`config.mk`:
```
export PLATFORM = sky130hd
export DESIGN_NAME = ckb_top
export DESIGN_NICKNAME = d
export VERILOG_FILES = /design/src/hw/ckb_pkg.sv /design/src/hw/ckb_divider.sv /design/src/hw/ckb_bank.sv /design/src/hw/ckb_top.sv
export SDC_FILE = /design/constraint.sdc
export NUM_CORES = 1
export LEC_CHECK = 0
export BUFFER_PORTS_ARGS = -buffer_cell sky130_fd_sc_hd__buf_2
export CORE_ASPECT_RATIO = 0.5
export CORE_MARGIN = 3
export CORE_UTILIZATION = 50
export DETAILED_ROUTE_END_ITERATION = 16
export PLACE_DENSITY = 0.74
export SETUP_SLACK_MARGIN = 0.4
export SKIP_CTS_REPAIR_TIMING = 1
export SLEW_MARGIN = 40
export SYNTH_ARGS = -nofsm -noshare
export SYNTH_HDL_FRONTEND = slang
export SYNTH_SLANG_ARGS = --single-unit
```
`constraint.sdc`:
```
create_clock -name sys_clk -period 4.3 [get_ports sys_clk]
set_input_delay 0.645 -clock sys_clk [delete_from_list [all_inputs] [get_ports sys_clk]]
set_output_delay 0.645 -clock sys_clk [all_outputs]
set_load 0.01 [all_outputs]
```
`src/hw/ckb_pkg.sv`:
```
/*
  Constants for the clock bank output control block: register offsets,
  field positions, writable masks, reset values and driver type codes.
  Assumes a serial front end that presents byte-wide register accesses.
*/
package ckb_pkg;

  localparam int unsigned ADDR_W   = 4;
  localparam int unsigned DATA_W   = 8;
  localparam int unsigned RATIO_W  = 9;
  localparam int unsigned PAIRS    = 4;
  localparam int unsigned TYPE_W   = 3;

  // Register offsets
  localparam logic [ADDR_W-1:0] OFS_DEV_CTRL0 = 4'h0;
  localparam logic [ADDR_W-1:0] OFS_DEV_CTRL1 = 4'h1;
  localparam logic [ADDR_W-1:0] OFS_A_TERM_POL = 4'h2;
  localparam logic [ADDR_W-1:0] OFS_A_MODE_UP = 4'h3;
  localparam logic [ADDR_W-1:0] OFS_A_MODE_LO = 4'h4;
  localparam logic [ADDR_W-1:0] OFS_A_DIS     = 4'h5;

  // Field positions
  localparam int unsigned DIV_SYNC_BIT   = 0;
  localparam int unsigned A_SUPPLY_BIT   = 7;
  localparam int unsigned B_SUPPLY_BIT   = 6;
  localparam int unsigned A_GF_OFF_BIT   = 5;
  localparam int unsigned B_GF_OFF_BIT   = 4;
  localparam int unsigned A_PWR_OFF_BIT  = 3;
  localparam int unsigned B_PWR_OFF_BIT  = 2;
  localparam int unsigned A_DIV_OFF_BIT  = 1;
  localparam int unsigned B_DIV_OFF_BIT  = 0;
  localparam int unsigned TERM_BIT       = 4;
  localparam int unsigned POL_LSB        = 0;
  localparam int unsigned MODE_HI_LSB    = 3;
  localparam int unsigned MODE_LO_LSB    = 0;
  localparam int unsigned DIS_LSB        = 4;

  // Writable bits; reserved positions are stored as zero
  localparam logic [DATA_W-1:0] MASK_CTRL0 = 8'h01;
  localparam logic [DATA_W-1:0] MASK_CTRL1 = 8'hFF;
  localparam logic [DATA_W-1:0] MASK_TP    = 8'h1F;
  localparam logic [DATA_W-1:0] MASK_MODE  = 8'h3F;
  localparam logic [DATA_W-1:0] MASK_DIS   = 8'hF0;

  // Reset values
  localparam logic [DATA_W-1:0] RST_CTRL0 = 8'h00;
  localparam logic [DATA_W-1:0] RST_CTRL1 = 8'h00;
  localparam logic [DATA_W-1:0] RST_TP    = 8'h00;
  localparam logic [DATA_W-1:0] RST_MODE  = 8'h12;
  localparam logic [DATA_W-1:0] RST_DIS   = 8'h00;
  localparam logic [DATA_W-1:0] READ_ZERO = 8'h00;

  // Driver type codes
  localparam logic [TYPE_W-1:0] DRV_HIZ    = 3'h0;
  localparam logic [TYPE_W-1:0] DRV_LVCMOS = 3'h3;

  // Divider
  localparam logic [RATIO_W-1:0] RATIO_ZERO = 9'h000;
  localparam logic [RATIO_W-1:0] RATIO_ONE  = 9'h001;
  localparam logic [RATIO_W-1:0] RATIO_MIN  = 9'h002;

endpackage : ckb_pkg

```
`src/hw/ckb_divider.sv`:
```
/*
  One bank output divider, run on the system clock as the reference.
  Assumes ratio is steady while the divider runs.
*/
`timescale 1ns/1ns
module ckb_divider (
  input  wire logic                        sys_clk,
  input  wire logic                        rst,
  input  wire logic                        halt,
  input  wire logic                        bypass,
  input  wire logic [ckb_pkg::RATIO_W-1:0] ratio,
  output logic                             div_clk,
  output logic                             div_fall
);
  import ckb_pkg::*;

  logic [RATIO_W-1:0] cnt_r;
  logic [RATIO_W-1:0] cnt_nxt;
  logic               clk_r;
  logic               clk_nxt;
  logic               fall_r;
  logic               fall_nxt;
  wire  [RATIO_W-1:0] last_cnt = ratio - RATIO_ONE;
  wire  [RATIO_W-1:0] half_cnt = ratio >> 1;

  // Halt parks the count at zero so that two dividers leave it together
  assign cnt_nxt  = (halt || bypass || cnt_r == last_cnt) ? RATIO_ZERO : cnt_r + RATIO_ONE;
  assign clk_nxt  = halt ? 1'b0 : (bypass ? ~clk_r : (cnt_nxt < half_cnt));
  assign fall_nxt = clk_r & ~clk_nxt;

  always_ff @(posedge sys_clk)
  begin
    if (rst)
    begin
      cnt_r  <= RATIO_ZERO;
      clk_r  <= 1'b0;
      fall_r <= 1'b0;
    end
    else
    begin
      cnt_r  <= cnt_nxt;
      clk_r  <= clk_nxt;
      fall_r <= fall_nxt;
    end
  end

  assign div_clk  = clk_r;
  assign div_fall = fall_r;

endmodule : ckb_divider

```
`src/hw/ckb_bank.sv`:
```
/*
  Output enable and power state of one bank of four pairs.
  Assumes div_fall marks a falling edge of the bank clock and clk_static
  means the bank clock is held low.
*/
`timescale 1ns/1ns
module ckb_bank (
  input  wire logic                      sys_clk,
  input  wire logic                      rst,
  input  wire logic                      glitchfree_off,
  input  wire logic                      power_off,
  input  wire logic [ckb_pkg::PAIRS-1:0] pair_off,
  input  wire logic [ckb_pkg::PAIRS-1:0] type_hiz,
  input  wire logic                      clk_static,
  input  wire logic                      div_fall,
  output logic      [ckb_pkg::PAIRS-1:0] pair_drive,
  output logic      [ckb_pkg::PAIRS-1:0] pair_powered
);
  import ckb_pkg::*;

  logic [PAIRS-1:0] drive_r;
  logic [PAIRS-1:0] drive_nxt;
  logic [PAIRS-1:0] powered_r;
  logic [PAIRS-1:0] powered_nxt;
  wire              bank_on = ~glitchfree_off & ~power_off;
  wire  [PAIRS-1:0] want    = {PAIRS{bank_on}} & ~pair_off & ~type_hiz & powered_r;
  // Enables move only while the bank clock is low, so no runt pulse leaves
  wire              update  = div_fall | clk_static;

  assign drive_nxt   = update ? want : drive_r;
  assign powered_nxt = {PAIRS{~power_off}} & ~pair_off;

  always_ff @(posedge sys_clk)
  begin
    if (rst)
    begin
      drive_r   <= '0;
      powered_r <= '0;
    end
    else
    begin
      drive_r   <= drive_nxt;
      powered_r <= powered_nxt;
    end
  end

  assign pair_drive   = drive_r;
  assign pair_powered = powered_r;

endmodule : ckb_bank

```
`src/hw/ckb_top.sv`:
```
/*
  Control registers of a two-bank clock fanout buffer, with the bank
  dividers, glitch-free enables, power state and Bank A pin behaviour.
  Assumes a serial front end on sys_clk giving byte register accesses,
  and divide ratios and Bank B pair disables from logic on sys_clk.
*/
`timescale 1ns/1ns

// Rules from the document
// [RULE_01] Sync bit set holds both dividers halted
// [RULE_02] Sync release restarts both dividers together
// [RULE_03] Per-bank supply hint: 0 means 3.3V
// [RULE_04] Bank A enable bit gates pairs glitch-free
// [RULE_05] Bank B enable bit gates pairs glitch-free
// [RULE_06] Bank A power-off bit unpowers all pairs
// [RULE_07] Bank B power-off bit unpowers all pairs
// [RULE_08] Host keeps enable off while powering up
// [RULE_09] Bank A divider off bit powers divider down
// [RULE_10] Bank B divider off bit powers divider down
// [RULE_11] Bypass needs ratio zero plus divider off; the code bypasses on ratio zero or one whatever the divider off bit
// [RULE_12] Reserved bits written zero, read undefined
// [RULE_13] Bank A registers at offsets two to five
// [RULE_14] LVCMOS polarity: 0 inverted, 1 in-phase
// [RULE_15] Pair disable 1 powers pair down
module ckb_top (
  input  wire logic                               sys_clk,
  input  wire logic                               rst,
  input  wire logic [ckb_pkg::ADDR_W-1:0]         reg_addr,
  input  wire logic                               reg_wr_en,
  input  wire logic [ckb_pkg::DATA_W-1:0]         reg_wdata,
  input  wire logic                               reg_rd_en,
  output logic      [ckb_pkg::DATA_W-1:0]         reg_rdata,
  output logic                                    reg_rvalid,
  input  wire logic [ckb_pkg::RATIO_W-1:0]        bank_a_ratio,
  input  wire logic [ckb_pkg::RATIO_W-1:0]        bank_b_ratio,
  input  wire logic [ckb_pkg::PAIRS-1:0]          bank_b_pair_off,
  output logic                                    div_sync_active,
  output logic                                    bank_a_supply_hint,
  output logic                                    bank_b_supply_hint,
  output logic                                    bank_a_term_50,
  output logic [ckb_pkg::PAIRS*ckb_pkg::TYPE_W-1:0] bank_a_driver_type,
  output logic                                    bank_a_divider_power,
  output logic                                    bank_b_divider_power,
  output logic      [ckb_pkg::PAIRS-1:0]          bank_a_drive,
  output logic      [ckb_pkg::PAIRS-1:0]          bank_a_powered,
  output logic      [ckb_pkg::PAIRS-1:0]          bank_a_clk_pos,
  output logic      [ckb_pkg::PAIRS-1:0]          bank_a_clk_neg,
  output logic      [ckb_pkg::PAIRS-1:0]          bank_b_drive,
  output logic      [ckb_pkg::PAIRS-1:0]          bank_b_powered,
  output logic      [ckb_pkg::PAIRS-1:0]          bank_b_clk_pos,
  output logic      [ckb_pkg::PAIRS-1:0]          bank_b_clk_neg
);
  import ckb_pkg::*;

  logic [DATA_W-1:0] ctrl0_r;
  logic [DATA_W-1:0] ctrl0_nxt;
  logic [DATA_W-1:0] ctrl1_r;
  logic [DATA_W-1:0] ctrl1_nxt;
  logic [DATA_W-1:0] a_tp_r;
  logic [DATA_W-1:0] a_tp_nxt;
  logic [DATA_W-1:0] a_mode_up_r;
  logic [DATA_W-1:0] a_mode_up_nxt;
  logic [DATA_W-1:0] a_mode_lo_r;
  logic [DATA_W-1:0] a_mode_lo_nxt;
  logic [DATA_W-1:0] a_dis_r;
  logic [DATA_W-1:0] a_dis_nxt;
  logic [DATA_W-1:0] rdata_r;
  logic [DATA_W-1:0] rdata_nxt;
  logic              rvalid_r;

  // Address decode
  wire sel_ctrl0 = reg_addr == OFS_DEV_CTRL0;
  wire sel_ctrl1 = reg_addr == OFS_DEV_CTRL1;
  wire sel_tp    = reg_addr == OFS_A_TERM_POL; // [RULE_13]
  wire sel_up    = reg_addr == OFS_A_MODE_UP; // [RULE_13]
  wire sel_lo    = reg_addr == OFS_A_MODE_LO; // [RULE_13]
  wire sel_dis   = reg_addr == OFS_A_DIS; // [RULE_13]

  // Reserved positions are dropped on write and read back as zero
  assign ctrl0_nxt     = (reg_wr_en && sel_ctrl0) ? (reg_wdata & MASK_CTRL0) : ctrl0_r; // [RULE_12]
  assign ctrl1_nxt     = (reg_wr_en && sel_ctrl1) ? (reg_wdata & MASK_CTRL1) : ctrl1_r;
  assign a_tp_nxt      = (reg_wr_en && sel_tp) ? (reg_wdata & MASK_TP) : a_tp_r; // [RULE_12]
  assign a_mode_up_nxt = (reg_wr_en && sel_up) ? (reg_wdata & MASK_MODE) : a_mode_up_r; // [RULE_12]
  assign a_mode_lo_nxt = (reg_wr_en && sel_lo) ? (reg_wdata & MASK_MODE) : a_mode_lo_r; // [RULE_12]
  assign a_dis_nxt     = (reg_wr_en && sel_dis) ? (reg_wdata & MASK_DIS) : a_dis_r; // [RULE_12]

  // Unmapped offsets read as zero
  assign rdata_nxt = !reg_rd_en ? rdata_r :
                     sel_ctrl0  ? ctrl0_r :
                     sel_ctrl1  ? ctrl1_r :
                     sel_tp     ? a_tp_r :
                     sel_up     ? a_mode_up_r :
                     sel_lo     ? a_mode_lo_r :
                     sel_dis    ? a_dis_r : READ_ZERO;

  always_ff @(posedge sys_clk)
  begin
    if (rst)
    begin
      ctrl0_r     <= RST_CTRL0;
      ctrl1_r     <= RST_CTRL1;
      a_tp_r      <= RST_TP;
      a_mode_up_r <= RST_MODE;
      a_mode_lo_r <= RST_MODE;
      a_dis_r     <= RST_DIS;
      rdata_r     <= READ_ZERO;
      rvalid_r    <= 1'b0;
    end
    else
    begin
      ctrl0_r     <= ctrl0_nxt;
      ctrl1_r     <= ctrl1_nxt;
      a_tp_r      <= a_tp_nxt;
      a_mode_up_r <= a_mode_up_nxt;
      a_mode_lo_r <= a_mode_lo_nxt;
      a_dis_r     <= a_dis_nxt;
      rdata_r     <= rdata_nxt;
      rvalid_r    <= reg_rd_en;
    end
  end

  // Field extraction
  wire              div_sync             = ctrl0_r[DIV_SYNC_BIT];
  wire              bank_a_glitchfree_off = ctrl1_r[A_GF_OFF_BIT];
  wire              bank_b_glitchfree_off = ctrl1_r[B_GF_OFF_BIT];
  wire              bank_a_power_off     = ctrl1_r[A_PWR_OFF_BIT];
  wire              bank_b_power_off     = ctrl1_r[B_PWR_OFF_BIT];
  wire              bank_a_divider_off   = ctrl1_r[A_DIV_OFF_BIT];
  wire              bank_b_divider_off   = ctrl1_r[B_DIV_OFF_BIT];
  wire [PAIRS-1:0]  bank_a_pair_off      = a_dis_r[DIS_LSB +: PAIRS]; // [RULE_15]
  wire [PAIRS-1:0]  bank_a_pair_polarity = a_tp_r[POL_LSB +: PAIRS];
  wire [PAIRS*TYPE_W-1:0] types_a = {a_mode_up_r[MODE_HI_LSB +: TYPE_W],
                                     a_mode_up_r[MODE_LO_LSB +: TYPE_W],
                                     a_mode_lo_r[MODE_HI_LSB +: TYPE_W],
                                     a_mode_lo_r[MODE_LO_LSB +: TYPE_W]};

  // A ratio of zero or one cannot divide, so the divider toggles every cycle, at half the reference
  wire a_ratio_bypass = bank_a_ratio < RATIO_MIN; // [RULE_11]
  wire b_ratio_bypass = bank_b_ratio < RATIO_MIN; // [RULE_11]
  // A powered-down divider with a ratio of two or more has no clock to give
  wire a_halt = div_sync | (bank_a_divider_off & ~a_ratio_bypass); // [RULE_01] [RULE_09]
  wire b_halt = div_sync | (bank_b_divider_off & ~b_ratio_bypass); // [RULE_01] [RULE_10]

  logic a_div_clk;
  logic a_div_fall;
  logic b_div_clk;
  logic b_div_fall;

  // Both dividers share the one sync bit, so they leave halt on one edge
  ckb_divider u_div_a ( // [RULE_02]
    .sys_clk  (sys_clk),
    .rst      (rst),
    .halt     (a_halt),
    .bypass   (a_ratio_bypass),
    .ratio    (bank_a_ratio),
    .div_clk  (a_div_clk),
    .div_fall (a_div_fall)
  );

  ckb_divider u_div_b ( // [RULE_02]
    .sys_clk  (sys_clk),
    .rst      (rst),
    .halt     (b_halt),
    .bypass   (b_ratio_bypass),
    .ratio    (bank_b_ratio),
    .div_clk  (b_div_clk),
    .div_fall (b_div_fall)
  );

  logic [PAIRS-1:0] a_hiz;
  logic [PAIRS-1:0] a_drive;
  logic [PAIRS-1:0] a_powered;
  logic [PAIRS-1:0] b_drive;
  logic [PAIRS-1:0] b_powered;

  genvar gi;
  generate
    for (gi = 0; gi < PAIRS; gi = gi + 1)
    begin : g_type
      assign a_hiz[gi] = types_a[gi*TYPE_W +: TYPE_W] == DRV_HIZ;
    end
  endgenerate

  ckb_bank u_bank_a ( // [RULE_04] [RULE_06] [RULE_15]
    .sys_clk        (sys_clk),
    .rst            (rst),
    .glitchfree_off (bank_a_glitchfree_off),
    .power_off      (bank_a_power_off),
    .pair_off       (bank_a_pair_off),
    .type_hiz       (a_hiz),
    .clk_static     (a_halt),
    .div_fall       (a_div_fall),
    .pair_drive     (a_drive),
    .pair_powered   (a_powered)
  );

  ckb_bank u_bank_b ( // [RULE_05] [RULE_07]
    .sys_clk        (sys_clk),
    .rst            (rst),
    .glitchfree_off (bank_b_glitchfree_off),
    .power_off      (bank_b_power_off),
    .pair_off       (bank_b_pair_off),
    .type_hiz       ({PAIRS{1'b0}}),
    .clk_static     (b_halt),
    .div_fall       (b_div_fall),
    .pair_drive     (b_drive),
    .pair_powered   (b_powered)
  );

  // Pin levels; an undriven pair rests low
  logic [PAIRS-1:0] a_pos_r;
  logic [PAIRS-1:0] a_neg_r;
  logic [PAIRS-1:0] b_pos_r;
  logic [PAIRS-1:0] b_neg_r;
  logic [PAIRS-1:0] a_pos_nxt;
  logic [PAIRS-1:0] a_neg_nxt;
  logic [PAIRS-1:0] a_in_phase;

  generate
    for (gi = 0; gi < PAIRS; gi = gi + 1)
    begin : g_pol
      assign a_in_phase[gi] = (types_a[gi*TYPE_W +: TYPE_W] == DRV_LVCMOS)
                              & bank_a_pair_polarity[gi]; // [RULE_14]
    end
  endgenerate

  assign a_pos_nxt = a_drive & {PAIRS{a_div_clk}};
  assign a_neg_nxt = a_drive & (a_in_phase ~^ {PAIRS{a_div_clk}}); // [RULE_14]

  always_ff @(posedge sys_clk)
  begin
    if (rst)
    begin
      a_pos_r <= '0;
      a_neg_r <= '0;
      b_pos_r <= '0;
      b_neg_r <= '0;
    end
    else
    begin
      a_pos_r <= a_pos_nxt;
      a_neg_r <= a_neg_nxt;
      b_pos_r <= b_drive & {PAIRS{b_div_clk}};
      b_neg_r <= b_drive & {PAIRS{~b_div_clk}};
    end
  end

  assign reg_rdata            = rdata_r;
  assign reg_rvalid           = rvalid_r;
  assign div_sync_active      = ctrl0_r[DIV_SYNC_BIT]; // [RULE_01]
  assign bank_a_supply_hint   = ctrl1_r[A_SUPPLY_BIT]; // [RULE_03]
  assign bank_b_supply_hint   = ctrl1_r[B_SUPPLY_BIT]; // [RULE_03]
  assign bank_a_term_50       = a_tp_r[TERM_BIT]; // [RULE_13]
  assign bank_a_driver_type   = types_a; // [RULE_13]
  assign bank_a_divider_power = ~ctrl1_r[A_DIV_OFF_BIT]; // [RULE_09]
  assign bank_b_divider_power = ~ctrl1_r[B_DIV_OFF_BIT]; // [RULE_10]
  assign bank_a_drive         = a_drive;
  assign bank_a_powered       = a_powered; // [RULE_06]
  assign bank_a_clk_pos       = a_pos_r;
  assign bank_a_clk_neg       = a_neg_r;
  assign bank_b_drive         = b_drive;
  assign bank_b_powered       = b_powered; // [RULE_07]
  assign bank_b_clk_pos       = b_pos_r;
  assign bank_b_clk_neg       = b_neg_r;

endmodule : ckb_top

```
* Yosys cells after proc, flatten, opt, wreduce, memory -nomap -nowiden
Index checks and enable logic that the tools add are counted.
Cells by class: equality and inequality tests 11, reduce and logical (&&, ||, !) cells 15, magnitude comparators 4, bitwise gates (word level) 41, add/subtract/negate cells 4, multiplexer cells 12
Operators by type and width (number):
- $mux W8 | 6
- $and A4 B4 Y4 | 11
- $add A9 B1 Y9 const B | 2
- $eq A9 B9 Y1 | 2
- $lt A9 B2 Y1 const B | 2
- $lt A9 B8 Y1 | 2
- $mux W9 | 2
- $sub A9 B1 Y9 const B | 2
- $eq A3 B2 Y1 const B | 4
- $logic_not A3 Y1 | 4
- $not A1 Y1 | 12
- $not A4 Y4 | 3
- $and A1 B1 Y1 | 10
- $eq A4 B2 Y1 const B | 2
- $eq A4 B3 Y1 const B | 2
- $logic_and A1 B1 Y1 | 6
- $eq A4 B1 Y1 const B | 1
- $logic_not A4 Y1 | 1
- $logic_or A1 B1 Y1 | 4
- $mux W1 | 4
- $or A1 B1 Y1 | 4
- $xnor A4 B4 Y4 | 1
Word-level totals: register bits 93, word-level logic and storage cells 109, input port bits 38

* Depth between registers and ports, before layout
Gate-level depths: netlist of run 1.
depth after elaboration 12, depth in mapped cells 17, gate-level depth less buffers 15

* Hierarchy
Synthesis of run 1 repeated with hierarchy kept, for this count alone.
Second synthesis, totals: cell total of the unflattened synthesis 544, area, all modules 4878.4 µm²
By module, submodules not included:
- ckb_top | times used 1, seq. area each 1101.1 µm², area each 2386.0 µm², cells an instance 253
- ckb_divider at u_div_a | times used 1, seq. area each 220.2 µm², area each 978.4 µm², cells an instance 122
- ckb_divider at u_div_b | times used 1, seq. area each 220.2 µm², area each 970.9 µm², cells an instance 121
- ckb_bank | times used 2, seq. area each 160.2 µm², area each 271.5 µm², cells an instance 24

* Worst setup path before layout of run 1
Ideal clock, no wire load.
path kind input port to flip-flop, start point in bank_a_ratio[5] in the netlist's numbering, end point reg u_div_a.fall_r (netlist: u_div_a.div_fall), library setup time 0.115 ns, path slack 0.548 ns, stages 15, data arrival time 3.636 ns, required time 4.185 ns, cell sequence or4_4 o311ai_2 o311ai_1 o311a_1 and2_4 buf_6 buf_6 nor3_2 ha_1 a211o_1 a21oi_1 o21ai_0 and4_1 or3_1 and3_1
Between the ends: cells in the longest elaborated chain, start to end 12, elaborated cells between the ends (all ways) 14, classes of those cells add/sub (1); order compare (2); eq/ne (1); mux (3); bitwise (5); reduce/logical (2)
RTL lines:
- start: declaration | line ckb_top.sv:34 | input wire logic [ckb_pkg::RATIO_W-1:0] bank_a_ratio,
- $lt A9 B2 Y1 | line ckb_top.sv:138 | wire a_ratio_bypass = bank_a_ratio < RATIO_MIN;
- $not A1 Y1 | line ckb_top.sv:141 | wire a_halt = div_sync | (bank_a_divider_off & ~a_ratio_bypass);
- $and A1 B1 Y1 | line ckb_top.sv:141
- $or A1 B1 Y1 | line ckb_top.sv:141
- $logic_or A1 B1 Y1 | line ckb_divider.sv:27 | assign cnt_nxt = (halt || bypass || cnt_r == last_cnt) ? RATIO_ZERO : cnt_r + RATIO_ONE;
- $logic_or A1 B1 Y1 * | line ckb_divider.sv:27
- $mux W9 * | line ckb_divider.sv:27
- named net u_div_a.cnt_nxt[2] | line ckb_divider.sv:18 | logic [RATIO_W-1:0] cnt_nxt;
- $lt A9 B8 Y1 * | line ckb_divider.sv:28 | assign clk_nxt = halt ? 1'b0 : (bypass ? ~clk_r : (cnt_nxt < half_cnt));
- $mux W1 * (2 in series) | line ckb_divider.sv:28
- $not A1 Y1 * | line ckb_divider.sv:29 | assign fall_nxt = clk_r & ~clk_nxt;
- $and A1 B1 Y1 * | line ckb_divider.sv:29
- end signal: assignment | line ckb_divider.sv:43 | fall_r <= fall_nxt;
- end: declaration | line ckb_divider.sv:21 | logic fall_r;
The timed path passes the listed nets; every way through them passes the cells marked *. A chain may end at the register's enable or synchronous reset.

* Worst setup path in the final report of run 1
start point in bank_a_ratio[1] in the netlist's numbering, end point reg u_div_a.fall_r (netlist: u_div_a.div_fall)
Same word-level chain as after synthesis.

==> results by stage, run 1 <==
Power:
- The cell leakage power is between 2 and 2.5 nW.
- For this design the ratio of total power to cell area is about 340 nW/µm².
- Across the VDD grid, the largest voltage drop is around 0.22 mV.

Detailed routing:
- The routed design uses about 5300 µm of met2 wire.
- The detail route stage leaves a number of antenna-violating nets equal to 0.
- The count of unresolved DRC violations after routing is 0.
- The routed wire length per instance is 15.8 µm.
- The violation count after the first detailed-routing iteration is around 270.
- The via total after detailed routing is 4220.
- Wires add up to 11800 µm.
- The pre-antenna-repair detailed-routing pass consisted of 5 iterations.
- The routed design uses 533 µm of met3 wire.
- In the routed layout, each cell is associated on average with a via count of about 5.6.
- The routed length on met1 is about 5900 µm.
- The detailed router used layers up to and including met4.

Synthesis:
- The most instantiated flip-flop cell in the synthesis netlist is dfxtp_1.
- The net count of the mapped netlist is 600.
- The number of enable-type register cells in the synthesized netlist is 0.
- The sequential area share after synthesis is around two fifths.
- The most area-hungry cell type in the Yosys netlist is dfxtp_1.
- Each instance of the synthesized netlist takes up on average 8.73 µm².
- After synthesis, the share of flip-flops with an asynchronous set or reset is 0%.
- The distinct cell type count of the synthesized netlist is 60.
- After synthesis, the largest area contributor takes up just under 40% of total cell area.
- The mapped netlist covers about 4800 µm².
- The register bit total from synthesis is 93.
- The count of yosys warnings during synthesis is 0.
- Synthesis handed over a netlist of approximately 540 instances.
- In the post-synthesis netlist, the biggest area contributors are dfxtp_1 39%, ha_1 4.7%, mux2i_1 4.6%.

Finish:
- The count of antenna diodes in the layout is 0.
- The final net count is between 600 and 700.
- The footprint of the multi-input gates is roughly 2700 µm².
- Once layout is complete, the utilization of the core stands at a little over three fifths.
- Summing all flip-flop and latch instances after layout gives about 1900 µm².
- Cells with a size suffix above 1 make up a little over a fifth of the layout.
- The number of fillers in the final layout is around 800.
- The area growth from synthesis to layout is 18.0%.

Flow run:
- Across the run, the number of max-cap violations was 0.

Floorplan:
- For this design the top-level I/O count stands at a little under 100.
- The floorplan step defined a core boundary enclosing 8980 µm².
- The width of the chip is ~140 µm.
- The number of placement rows is 24.
- The die covers 10800 µm².
- The die span in y is 74.9 µm.
- The initial standard-cell utilization of the core is 52.9%.

Clock tree:
- TritonCTS created 9 clock buffers.
- Clock tree synthesis found a total of 93 sinks.
- The clock tree root buffer cell is clkbuf_16.
- TritonCTS built the clock tree.
- The clock insertion delay at the later pin of the skew report is 340 ps.
- The buffer levels on the longest clock path is 2.
- The clock tree synthesis step divided the H-tree into 3 levels.
- Clock-pin slew was measured on the worst setup and hold paths at ~70 ps.

Critical path:
- The largest single stage delay on the critical path is approximately 400 ps.
- The startpoint kind of the worst setup timing path is a primary input.
- Of all nets on the critical path, the largest fanout is 9.
- For the worst setup path, the data required time is about 4500 ps.
- The cell that appears most often on the critical path is and3_1.
- The worst register-to-register path has a depth of 14.
- By startpoint and endpoint, the worst setup path is classified as primary input to flop.
- The arrival time at the worst endpoint is 3940 ps.
- Walking the worst path, the cells encountered are buf_2 -> inv_1 -> ha_2 -> nor2b_1 -> and3_1 -> o22ai_1 -> a211oi_1 -> and2_4 -> buf_4 -> nor3b_2 -> ha_1 -> a211o_1 -> a21oi_1 -> o21ai_0 -> and4_1 -> or3_1 -> and3_1.
- STA classifies the critical path endpoint as a flop.
- The slowest stage of the critical path belongs to the cell or3_1.

Hold path:
- The worst hold path cell count is 2.
- The worst hold path belongs to the class flop to flop.

STA:
- For the final routed database, the setup TNS stands at 0 ps.
- For the pin with the worst max-slew slack, the measured transition is roughly 670 ps.
- The hold violation count in the final report came to 0.
- Headroom to the max-slew limit came out at about 55%.
- Of the available clock period, the critical path in the final layout requires between 80% and 90%.
- The final max-slew violation count is 0.
- Timing would allow up to about 0.27 GHz.
- The count of endpoints failing setup in the final report is 0.
- Setup repair after global routing left no endpoint under its margin.
- For the final database, setup skew stands at 5.03 ps.
- After layout, the minimum clock period comes to 3710 ps.

Global route:
- The first global-routing pass estimated between 15000 and 20000 µm of wire.
- The total overflow left after global routing is 0.
- The initial antenna violation count is 0.
- Entering global routing, the biggest net connects 54 pins.
- The global router's overall resource usage is between 20% and 30%.
- The number of global-route vias before repair is 3905.

Outcome:
- The run finished with clean final reports.

Placement:
- The final estimated routing congestion in global placement is 0.879.
- The post-DP HPWL is ~8900 µm.
- The port buffer count is 96.
-- worst paths after layout --
path | slack, ps | end | start
setup / recovery | 590 | u_div_a.div_fall | bank_a_ratio[1]
hold / removal | 470 | ctrl1_r[5] | ctrl1_r[5]
hold reg to reg | 470 | ctrl1_r[5] | ctrl1_r[5]
setup reg to reg | 800 | u_div_a.div_fall | u_div_a.cnt_r[6]
-- cell usage after synthesis (3+ instances only) --
| cell | n |
|---|---|
| a221oi_1 | 3 |
| nor4b_1 | 10 |
| ha_1 | 18 |
| inv_1 | 22 |
| nand2b_1 | 6 |
| nand4_1 | 3 |
| a211o_1 | 10 |
| and2_1 | 14 |
| buf_1 | 3 |
| a211oi_1 | 7 |
| nor2b_1 | 7 |
| xnor2_1 | 25 |
| nor4_1 | 7 |
| nand4b_1 | 6 |
| nor3b_1 | 3 |
| a31oi_1 | 4 |
| nor3_2 | 3 |
| clkbuf_1 | 24 |
| dfxtp_1 | 93 |
| nand3_1 | 27 |
| a22oi_1 | 6 |
| nor2_1 | 57 |
| o21ai_0 | 9 |
| nand2_1 | 33 |
| nor3_1 | 32 |
| a21oi_1 | 23 |
| and3_1 | 8 |
| xor2_1 | 13 |
| mux2i_1 | 22 |
| or3_1 | 6 |
-- where the power goes --
part	leakage (nW)	switching, mW	internal, mW	total [mW]
sequential	0.756	0.0214	0.882	0.904
clock	0.154	0.332	0.484	0.816
combinational	1.57	0.121	0.0863	0.207
-- critical path: cells and delay by family --
| family | cells | cell delay [ps] |
|---|---|---|
| fa+ha+maj | 2 | 420 |
| compound gates | 5 | 940 |
| buf+inv | 3 | 430 |
| simple gates | 7 | 1510 |
-- sequential cells by signal, indices dropped and copies added, names as in the netlist --
register and flops:
u_div_a.div_fall 1, bank_b_clk_neg 4, a_dis_r 4, bank_a_clk_neg 4, ctrl1_r 8, u_bank_b.pair_drive 4, u_bank_b.pair_powered 4, u_bank_a.pair_drive 4
a_mode_lo_r 6, ctrl0_r 1, u_bank_a.pair_powered 4, a_mode_up_r 6, u_div_b.div_fall 1, bank_a_clk_pos 4, u_div_b.div_clk 1, u_div_a.div_clk 1
a_tp_r 5, reg_rvalid 1, bank_b_clk_pos 4, u_div_a.cnt_r 9, reg_rdata 8, u_div_b.cnt_r 9
-- logic make-up (layout without fill, tap and decap cells) --
family | Yosys count | in the layout | share of synthesized area (%)
AND/OR/NAND/NOR | 237 | 237 | 27.4
flip-flops | 93 | 93 | 39.2
AO/OA/AOI/OAI | 82 | 82 | 12.1
buffers and inverters | 52 | 139 | 4.50
XOR/XNOR | 38 | 38 | 7.01
multiplexers | 24 | 24 | 5.11
adder cells (fa/ha/maj) | 18 | 18 | 4.74
-- stage by stage --
step | instances | hold slack (ps) | total power [mW] | setup slack [ps] | area [µm²]
floorplan | 544 | 443 | 1.05 | 548 | 4750
global placement | 733 | 454 | 1.12 | 353 | 5290
detailed placement | 733 | 459 | 1.13 | 246 | 5290
CTS | 748 | 468 | 1.94 | 575 | 5600
global route | 748 | 465 | 2.01 | 454 | 5600
finish | 748 | 469 | 1.93 | 587 | 5600
-- placed cells by master (no fill, tap or decap), drive strengths merged, types with 3 or more instances in the layout --
master  Yosys  layout
nor4        9       9
nor3       35      35
nand4       3       3
and3        8       8
a221oi      3       3
nor2b       7       7
nand2b      6       6
buf         6     102
ha         18      18
nor2       57      57
nor3b       5       5
dfxtp      93      93
inv        22      24
a211o      10      10
clkbuf     24      11
o21ai      10      10
nand4b      6       6
nor4b      10      10
and2       15      15
mux2i      22      22
xnor2      25      25
a22oi       6       6
nand2      33      33
a21oi      23      23
or2         3       3
a31oi       4       4
a211oi      7       7
xor2       13      13
nand3      27      27
o311ai      4       4
or3         6       6
-- final cells by class --
| class | count | share of cell area [%] |
|---|---|---|
| sequential | 93 | 33.2 |
| clock buffer | 11 | 4.51 |
| inverter | 22 | 1.47 |
| timing repair buffer | 102 | 9.42 |
| clock inverter | 4 | 0.982 |
| multi-input combinational | 399 | 47.8 |
| tap | 117 | 2.61 |
-- metal layers --
| metal | vias up | track usage, % |
|---|---|---|
| met4 | 0 | 4.18 |
| met2 | 103 | 35.4 |
| met3 | 10 | 5.01 |
| li1 | 2100 | - |
| met5 | - | 0 |
| met1 | 2007 | 31.0 |
Note: power is estimated with default switching activity, not from simulation.
==> run 2: changes to the inputs <==
- clock period: 4.3 -> 4.7 ns (I/O delays scaled with it)
==> run 2 against run 1 <==
Net effect:
- die area did not move
- utilization rose by 0.11 points
- sequential power fell by 8.5%
- critical path depth fell by 1
- clock-buffer cell count did not move
- first-iteration DRC count rose by 18%
- critical path type unchanged
- critical endpoint unchanged
- largest cell class unchanged
==> results by stage, run 2 (synthesized netlist as in run 1, its figures left out) <==
Floorplan:
- The die span in y is 74.9 µm (unchanged).
- The placeable core region is 8980 µm² (unchanged).
- The top-level I/O count is 97 (unchanged).
- The number of placement rows is 24 (unchanged).
- The width of the chip is 144 µm (unchanged).
- The initial standard-cell utilization of the core is 52.9% (unchanged).
- The die area came to 10800 µm² (unchanged).

Clock tree:
- The clock tree from TritonCTS is built (unchanged).
- The clock insertion delay at the later pin of the skew report is 340 ps (about the same).
- The number of CTS-inserted buffers is 9 (unchanged).
- The clock-pin slew on the worst setup and hold paths is 70 ps (about the same).
- The clock tree root buffer cell is clkbuf_16 (unchanged).
- The buffer levels on the longest clock path is 2 (unchanged).
- The clock sink total is 93 (unchanged).
- The deepest level of the CTS H-tree is 3 (unchanged).

Global route:
- The number of global-route vias before repair was 3777 (was 3905).
- The maximum number of pins on one net before global-route repair is 54 (unchanged).
- The initial antenna violation count came to 0 (unchanged).
- The global router's overall resource usage is 22.3% (was 22.1%).
- The global-route wire length before repair is 19100 µm (was 19000 µm).
- The total global routing overflow came to 0 (unchanged).

STA:
- For the finished layout, the period the worst path requires is approximately 3800 ps.
- The upper clock frequency limit is about 0.26 GHz.
- The final max-slew violation count was 0 (unchanged).
- The period utilization is between 80% and 90%.
- The accumulated negative setup slack was 0 ps (unchanged).
- Unrepaired setup endpoints after global routing: no (unchanged).
- The slew of the pin with the lowest slew margin is 671 ps (was 667 ps).
- The relative max-transition margin was 54.8% (was 55.1%).
- The hold violation count in the final report is 0 (unchanged).
- The final clock skew was 6.65 ps (was 5.03 ps).
- The count of endpoints failing setup in the final report is 0 (unchanged).
- The worst hold slack across all endpoints was 466 ps (was 469 ps).

Critical path:
- The end point of the critical path is u_div_a.div_fall (unchanged).
- The kind of critical path is primary input to flop (unchanged).
- The launching instance or port of the critical path was bank_a_ratio[1] (unchanged).
- The origin of the critical flop-to-flop path is u_div_a.cnt_r[6] (unchanged).
- The worst flop-to-flop path endpoint was u_div_a.div_fall (unchanged).
- The type of element capturing the critical path is a flop (unchanged).
- The maximum net fanout on the critical path is 16 (was 9).
- The data required time at the worst endpoint is 4930 ps (was 4530 ps).
- The arrival time at the worst endpoint is 4070 ps (was 3940 ps).
- The number of cells traversed by the worst register-to-register path was 13 (was 14).
- The slack of the worst reg-to-reg path is 1190 ps (was 800 ps).
- The startpoint kind of the worst setup timing path was a primary input (unchanged).

Detailed routing:
- The routed wire length per instance is 15.7 µm (was 15.8 µm).
- The via count normalized by instance count came to 5.62 (was 5.64).
- The count of antenna-violating nets left after detailed routing is 0 (unchanged).
- The total routed wirelength was 11700 µm (was 11800 µm).
- The violation count after the first detailed-routing iteration is 313 (was 265).
- The count of unresolved DRC violations after routing was 0 (unchanged).
- The iteration count of the initial detailed-routing pass is 5 (unchanged).
- The via total after detailed routing came to 4196 (was 4220).

Power:
- The cell leakage power is 2.47 nW (was 2.48 nW).
- The maximum VDD drop was 0.190 mV (was 0.217 mV).
- The areal power density over the cells is 325 nW/µm² (was 344 nW/µm²).

Finish:
- The footprint of the multi-input gates is 2680 µm² (unchanged).
- Largest regs: u_div_a.cnt_r: 9 flops, u_div_b.cnt_r: 9 flops (unchanged).
- The count of antenna diodes in the layout was 0 (unchanged).
- Most frequent cells in the layout: 95 x buf_2, 93 x dfxtp_1, 56 x nor2_1 (was 95 x buf_2, 93 x dfxtp_1, 57 x nor2_1).
- The final standard cell utilization of the core came to 62.5% (was 62.4%).
- The sequential cell area was 1860 µm² (unchanged).
- The most common library cell in the layout ignoring fill and taps is buf_2 (unchanged).
- The number of fillers in the final layout was 788 (was 796).
- The relative area change from synthesis to final layout is 18.2% (was 18.0%).
- The final net count is 680 (was 683).
- The number of non-filler instances in the completed layout is 746 (was 748).
- The proportion of layout cells with a drive suffix above 1 is 20.8% (was 21.1%).

Placement:
- The port buffer count is 96 (unchanged).
- The post-DP HPWL is 8710 µm (was 8890 µm).
- The final estimated routing congestion in global placement is 0.882 (was 0.879).
- The cell total after placement is 730 (was 733).

Hold path:
- The class of the tightest hold or removal check is flop to flop (unchanged).
- The beginning of the worst hold path is ctrl1_r[5] (unchanged).

Outcome:
- Result of the run: finished, final reports clean (unchanged).

Flow run:
- The max-capacitance violation count came to 0 (unchanged).
==> run 2: area by class of cell <==
type | count | area share [%]
clock buffer | 11 | 4.50
clock inverter | 5 | 1.56
inverter | 22 | 1.47
multi-input combinational | 399 | 47.7
sequential | 93 | 33.2
tap | 117 | 2.61
timing repair buffer | 99 | 9.00
==> run 2: report_power, final <==
group	internal (mW)	switching (mW)	total, mW
clock	0.501	0.312	0.813
combinational	0.0783	0.109	0.187
sequential	0.807	0.0197	0.827
==> run 2: layer usage <==
layer	global-route usage, %	wire length (µm)	share of wire (%)	vias to the layer above
met3	5.33	623	5.3	4
met1	32.5	5830	50	1983
met2	34.2	5220	45	102
li1	-	-	-	2107
met5	0	0	0	-
met4	3.86	48	0.41	0
==> run 2: through the flow <==
| stage | area (µm²) | total power [mW] | setup slack, ps |
|---|---|---|---|
| 3_5_place_dp | 5270 | 1.03 | 552 |
| 3_3_place_gp | 5270 | 1.03 | 627 |
| 6_report | 5610 | 1.83 | 856 |
| 2_1_floorplan | 4750 | 0.962 | 888 |
| 5_1_grt | 5610 | 1.90 | 644 |
| 4_1_cts | 5610 | 1.84 | 898 |
==> run 2: worst max-delay path: stages <==
cell,delay (ps)
buf_2,140
inv_1,90
ha_1,290
nor2b_1,230
and3_1,170
o22ai_1,80
a211oi_1,340
and2_4,340
nor3_2,70
ha_1,290
a211o_1,290
a21oi_1,150
o21ai_0,100
and4_1,200
or3_1,400
and3_1,180
==> run 2: worst min-delay path by stage <==
stage / slack (ps) / cells after the start / to
floorplan: 440 / 1 / u_bank_a.pair_powered[0]
global placement: 460 / 2 / ctrl1_r[5]
detailed placement: 460 / 2 / ctrl1_r[5]
CTS: 470 / 2 / ctrl1_r[5]
global route: 480 / 2 / ctrl1_r[5]
finish: 470 / 2 / ctrl1_r[5]
==> run 3: changes to the inputs <==
- clock period: 4.7 -> 4 ns (I/O delays scaled with it)
==> run 3 against run 2 <==
Net effect:
- sequential power up 18%
- combinational power up 21%
- clock-buffer cell count up 1
- largest cell class unchanged
- via count up 1.3%
- clock power up 6.3%
- first-iteration DRC count up 15%
==> results by stage, run 3 (synthesized netlist as in run 1, its figures left out) <==
Global route:
- The maximum number of pins on one net before global-route repair was 48 (was 54).
- The global-route wire length before repair was 19100 µm (about the same).
- The number of global-route vias before repair was 3828 (was 3777).
- The global router's overall resource usage was 22.1% (was 22.3%).
- The total global routing overflow is 0 (unchanged).
- The initial antenna violation count was 0 (unchanged).

Floorplan:
- The number of placement rows is 24 (unchanged).
- The placeable core region is 8980 µm² (unchanged).
- The die area is 10800 µm² (unchanged).
- The die span in y is 74.9 µm (unchanged).
- The initial standard-cell utilization of the core is 52.9% (unchanged).
- The top-level I/O count was 97 (unchanged).
- The width of the chip was 144 µm (unchanged).

Detailed routing:
- The via count normalized by instance count is 5.62 (about the same).
- The routed wire length per instance was 15.7 µm (about the same).
- The via total after detailed routing is 4249 (was 4196).
- The total routed wirelength is 11800 µm (was 11700 µm).
- The iteration count of the initial detailed-routing pass is 5 (unchanged).
- The count of antenna-violating nets left after detailed routing is 0 (unchanged).
- The count of unresolved DRC violations after routing is 0 (unchanged).
- The violation count after the first detailed-routing iteration is 360 (was 313).

Finish:
- The sequential cell area is 1860 µm² (unchanged).
- Most frequent cells in the layout: 95 x buf_2, 93 x dfxtp_1, 57 x nor2_1 (was 95 x buf_2, 93 x dfxtp_1, 56 x nor2_1).
- The footprint of the multi-input gates was 2700 µm² (was 2680 µm²).
- The proportion of layout cells with a drive suffix above 1 was 22.1% (was 20.8%).
- The number of non-filler instances in the completed layout is 756 (was 746).
- The count of antenna diodes in the layout is 0 (unchanged).
- The final net count is 690 (was 680).
- Largest regs: u_div_a.cnt_r: 9 flops, u_div_b.cnt_r: 9 flops (unchanged).
- The number of fillers in the final layout is 796 (was 788).
- The relative area change from synthesis to final layout is 19.3% (was 18.2%).
- The finished layout cell area is 5670 µm² (was 5610 µm²).
- The most common library cell in the layout ignoring fill and taps is buf_2 (unchanged).

Hold path:
- The beginning of the worst hold path was bank_b_pair_off[1] (was ctrl1_r[5]).
- The class of the tightest hold or removal check was primary input to flop (was flop to flop).

Clock tree:
- The clock-pin slew on the worst setup and hold paths is 60 ps (was 70 ps).
- The clock sink total is 93 (unchanged).
- The clock tree root buffer cell is clkbuf_16 (unchanged).
- The clock tree from TritonCTS is built (unchanged).
- The buffer levels on the longest clock path is 2 (unchanged).
- The deepest level of the CTS H-tree is 3 (unchanged).
- The number of CTS-inserted buffers is 9 (unchanged).
- The clock insertion delay at the later pin of the skew report was 340 ps (about the same).

Critical path:
- The worst flop-to-flop path endpoint is u_div_a.div_fall (unchanged).
- The arrival time at the worst endpoint is 3680 ps (was 4070 ps).
- The slack of the worst reg-to-reg path was 760 ps (was 1190 ps).
- The data required time at the worst endpoint is 4230 ps (was 4930 ps).
- The startpoint kind of the worst setup timing path is a primary input (unchanged).
- The kind of critical path is primary input to flop (unchanged).
- The maximum net fanout on the critical path came to 9 (was 16).
- The number of cells traversed by the worst register-to-register path is 13 (unchanged).
- The type of element capturing the critical path is a flop (unchanged).
- The launching instance or port of the critical path is bank_a_ratio[5] (was bank_a_ratio[1]).
- The origin of the critical flop-to-flop path was u_div_a.cnt_r[6] (unchanged).
- The end point of the critical path is u_div_a.div_fall (unchanged).

STA:
- The relative max-transition margin came to 55.3% (was 54.8%).
- The period utilization is about 86%.
- Unrepaired setup endpoints after global routing: no (unchanged).
- The hold violation count in the final report came to 0 (unchanged).
- The final max-slew violation count was 0 (unchanged).
- The slew of the pin with the lowest slew margin is 664 ps (was 671 ps).
- The count of endpoints failing setup in the final report is 0 (unchanged).
- After layout, the minimum clock period comes to around 3500 ps.
- The accumulated negative setup slack was 0 ps (unchanged).
- The final clock skew was 8.03 ps (was 6.65 ps).
- The upper clock frequency limit is about 0.29 GHz.
- The worst hold slack across all endpoints is 431 ps (was 466 ps).

Placement:
- The cell total after placement was 737 (was 730).
- The area after detailed placement is 5320 µm² (was 5270 µm²).
- The final estimated routing congestion in global placement is 0.900 (was 0.882).
- The port buffer count is 96 (unchanged).
- The post-DP HPWL came to 8840 µm (was 8710 µm).

Power:
- The maximum VDD drop is 0.260 mV (was 0.190 mV).
- The cell leakage power is 2.50 nW (was 2.47 nW).
- The areal power density over the cells is 364 nW/µm² (was 325 nW/µm²).

Flow run:
- The max-capacitance violation count is 0 (unchanged).

Outcome:
- Result of the run: finished, final reports clean (unchanged).
## run 3: changes by cell type in the layout (fill, tap and decap cells not counted), sizes merged
cell,previous run,this run
clkinvlp,1,0
clkinv,0,2
inv,24,23
bufinv,2,1
buf,99,109
clkbuf,11,12
## run 3: area by class of cell
class	count	area share, %
clock buffers	12	4.35
multi-input cells	399	47.5
repair buffers	109	10.2
inverters	22	1.46
clock inverters	4	0.993
well taps	117	2.58
flip-flops and latches	93	32.8
## run 3: worst min-delay path by stage
stage,to,slack [ps],depth (start not counted)
2_1_floorplan,u_bank_a.pair_powered[0],440,1
3_3_place_gp,ctrl1_r[5],450,2
3_5_place_dp,ctrl1_r[7],470,2
4_1_cts,u_bank_b.pair_powered[2],420,2
5_1_grt,u_bank_b.pair_powered[1],420,2
6_report,u_bank_b.pair_powered[1],430,2
## run 3: worst max-delay path, stage by stage
cell and delay [ps]:
buf_2 130, or4_4 570, o311ai_4 280, o311ai_1 130, o311a_1 140, and2_4 180, buf_4 150, nor3_2 180
ha_1 270, a21o_1 170, a211o_1 310, or3_1 390, and3_1 190
## run 3: metal layers
metal / vias to the layer above / global-route usage (%) / wire [µm]
met5: - / 0 / 0
met4: 0 / 5.95 / 100
met3: 10 / 4.00 / 628
met2: 117 / 35.3 / 5390
met1: 1992 / 31.3 / 5720
li1: 2130 / - / -
## run 3: through the flow
step	setup WS [ps]	util, %	total power [mW]
final	549	63.1	2.06
after global placement	106	59.3	1.21
after global routing	423	63.1	2.14
after floorplan	377	-	1.13
after detailed placement	35.3	59.3	1.22
after CTS	382	62.6	2.08
## run 3: report_power, final
part           leakage (nW)  switching (mW)  internal [mW]  total, mW
sequential            0.756          0.0230          0.949      0.972
clock                 0.147           0.357          0.507      0.864
combinational          1.60           0.131         0.0963      0.227
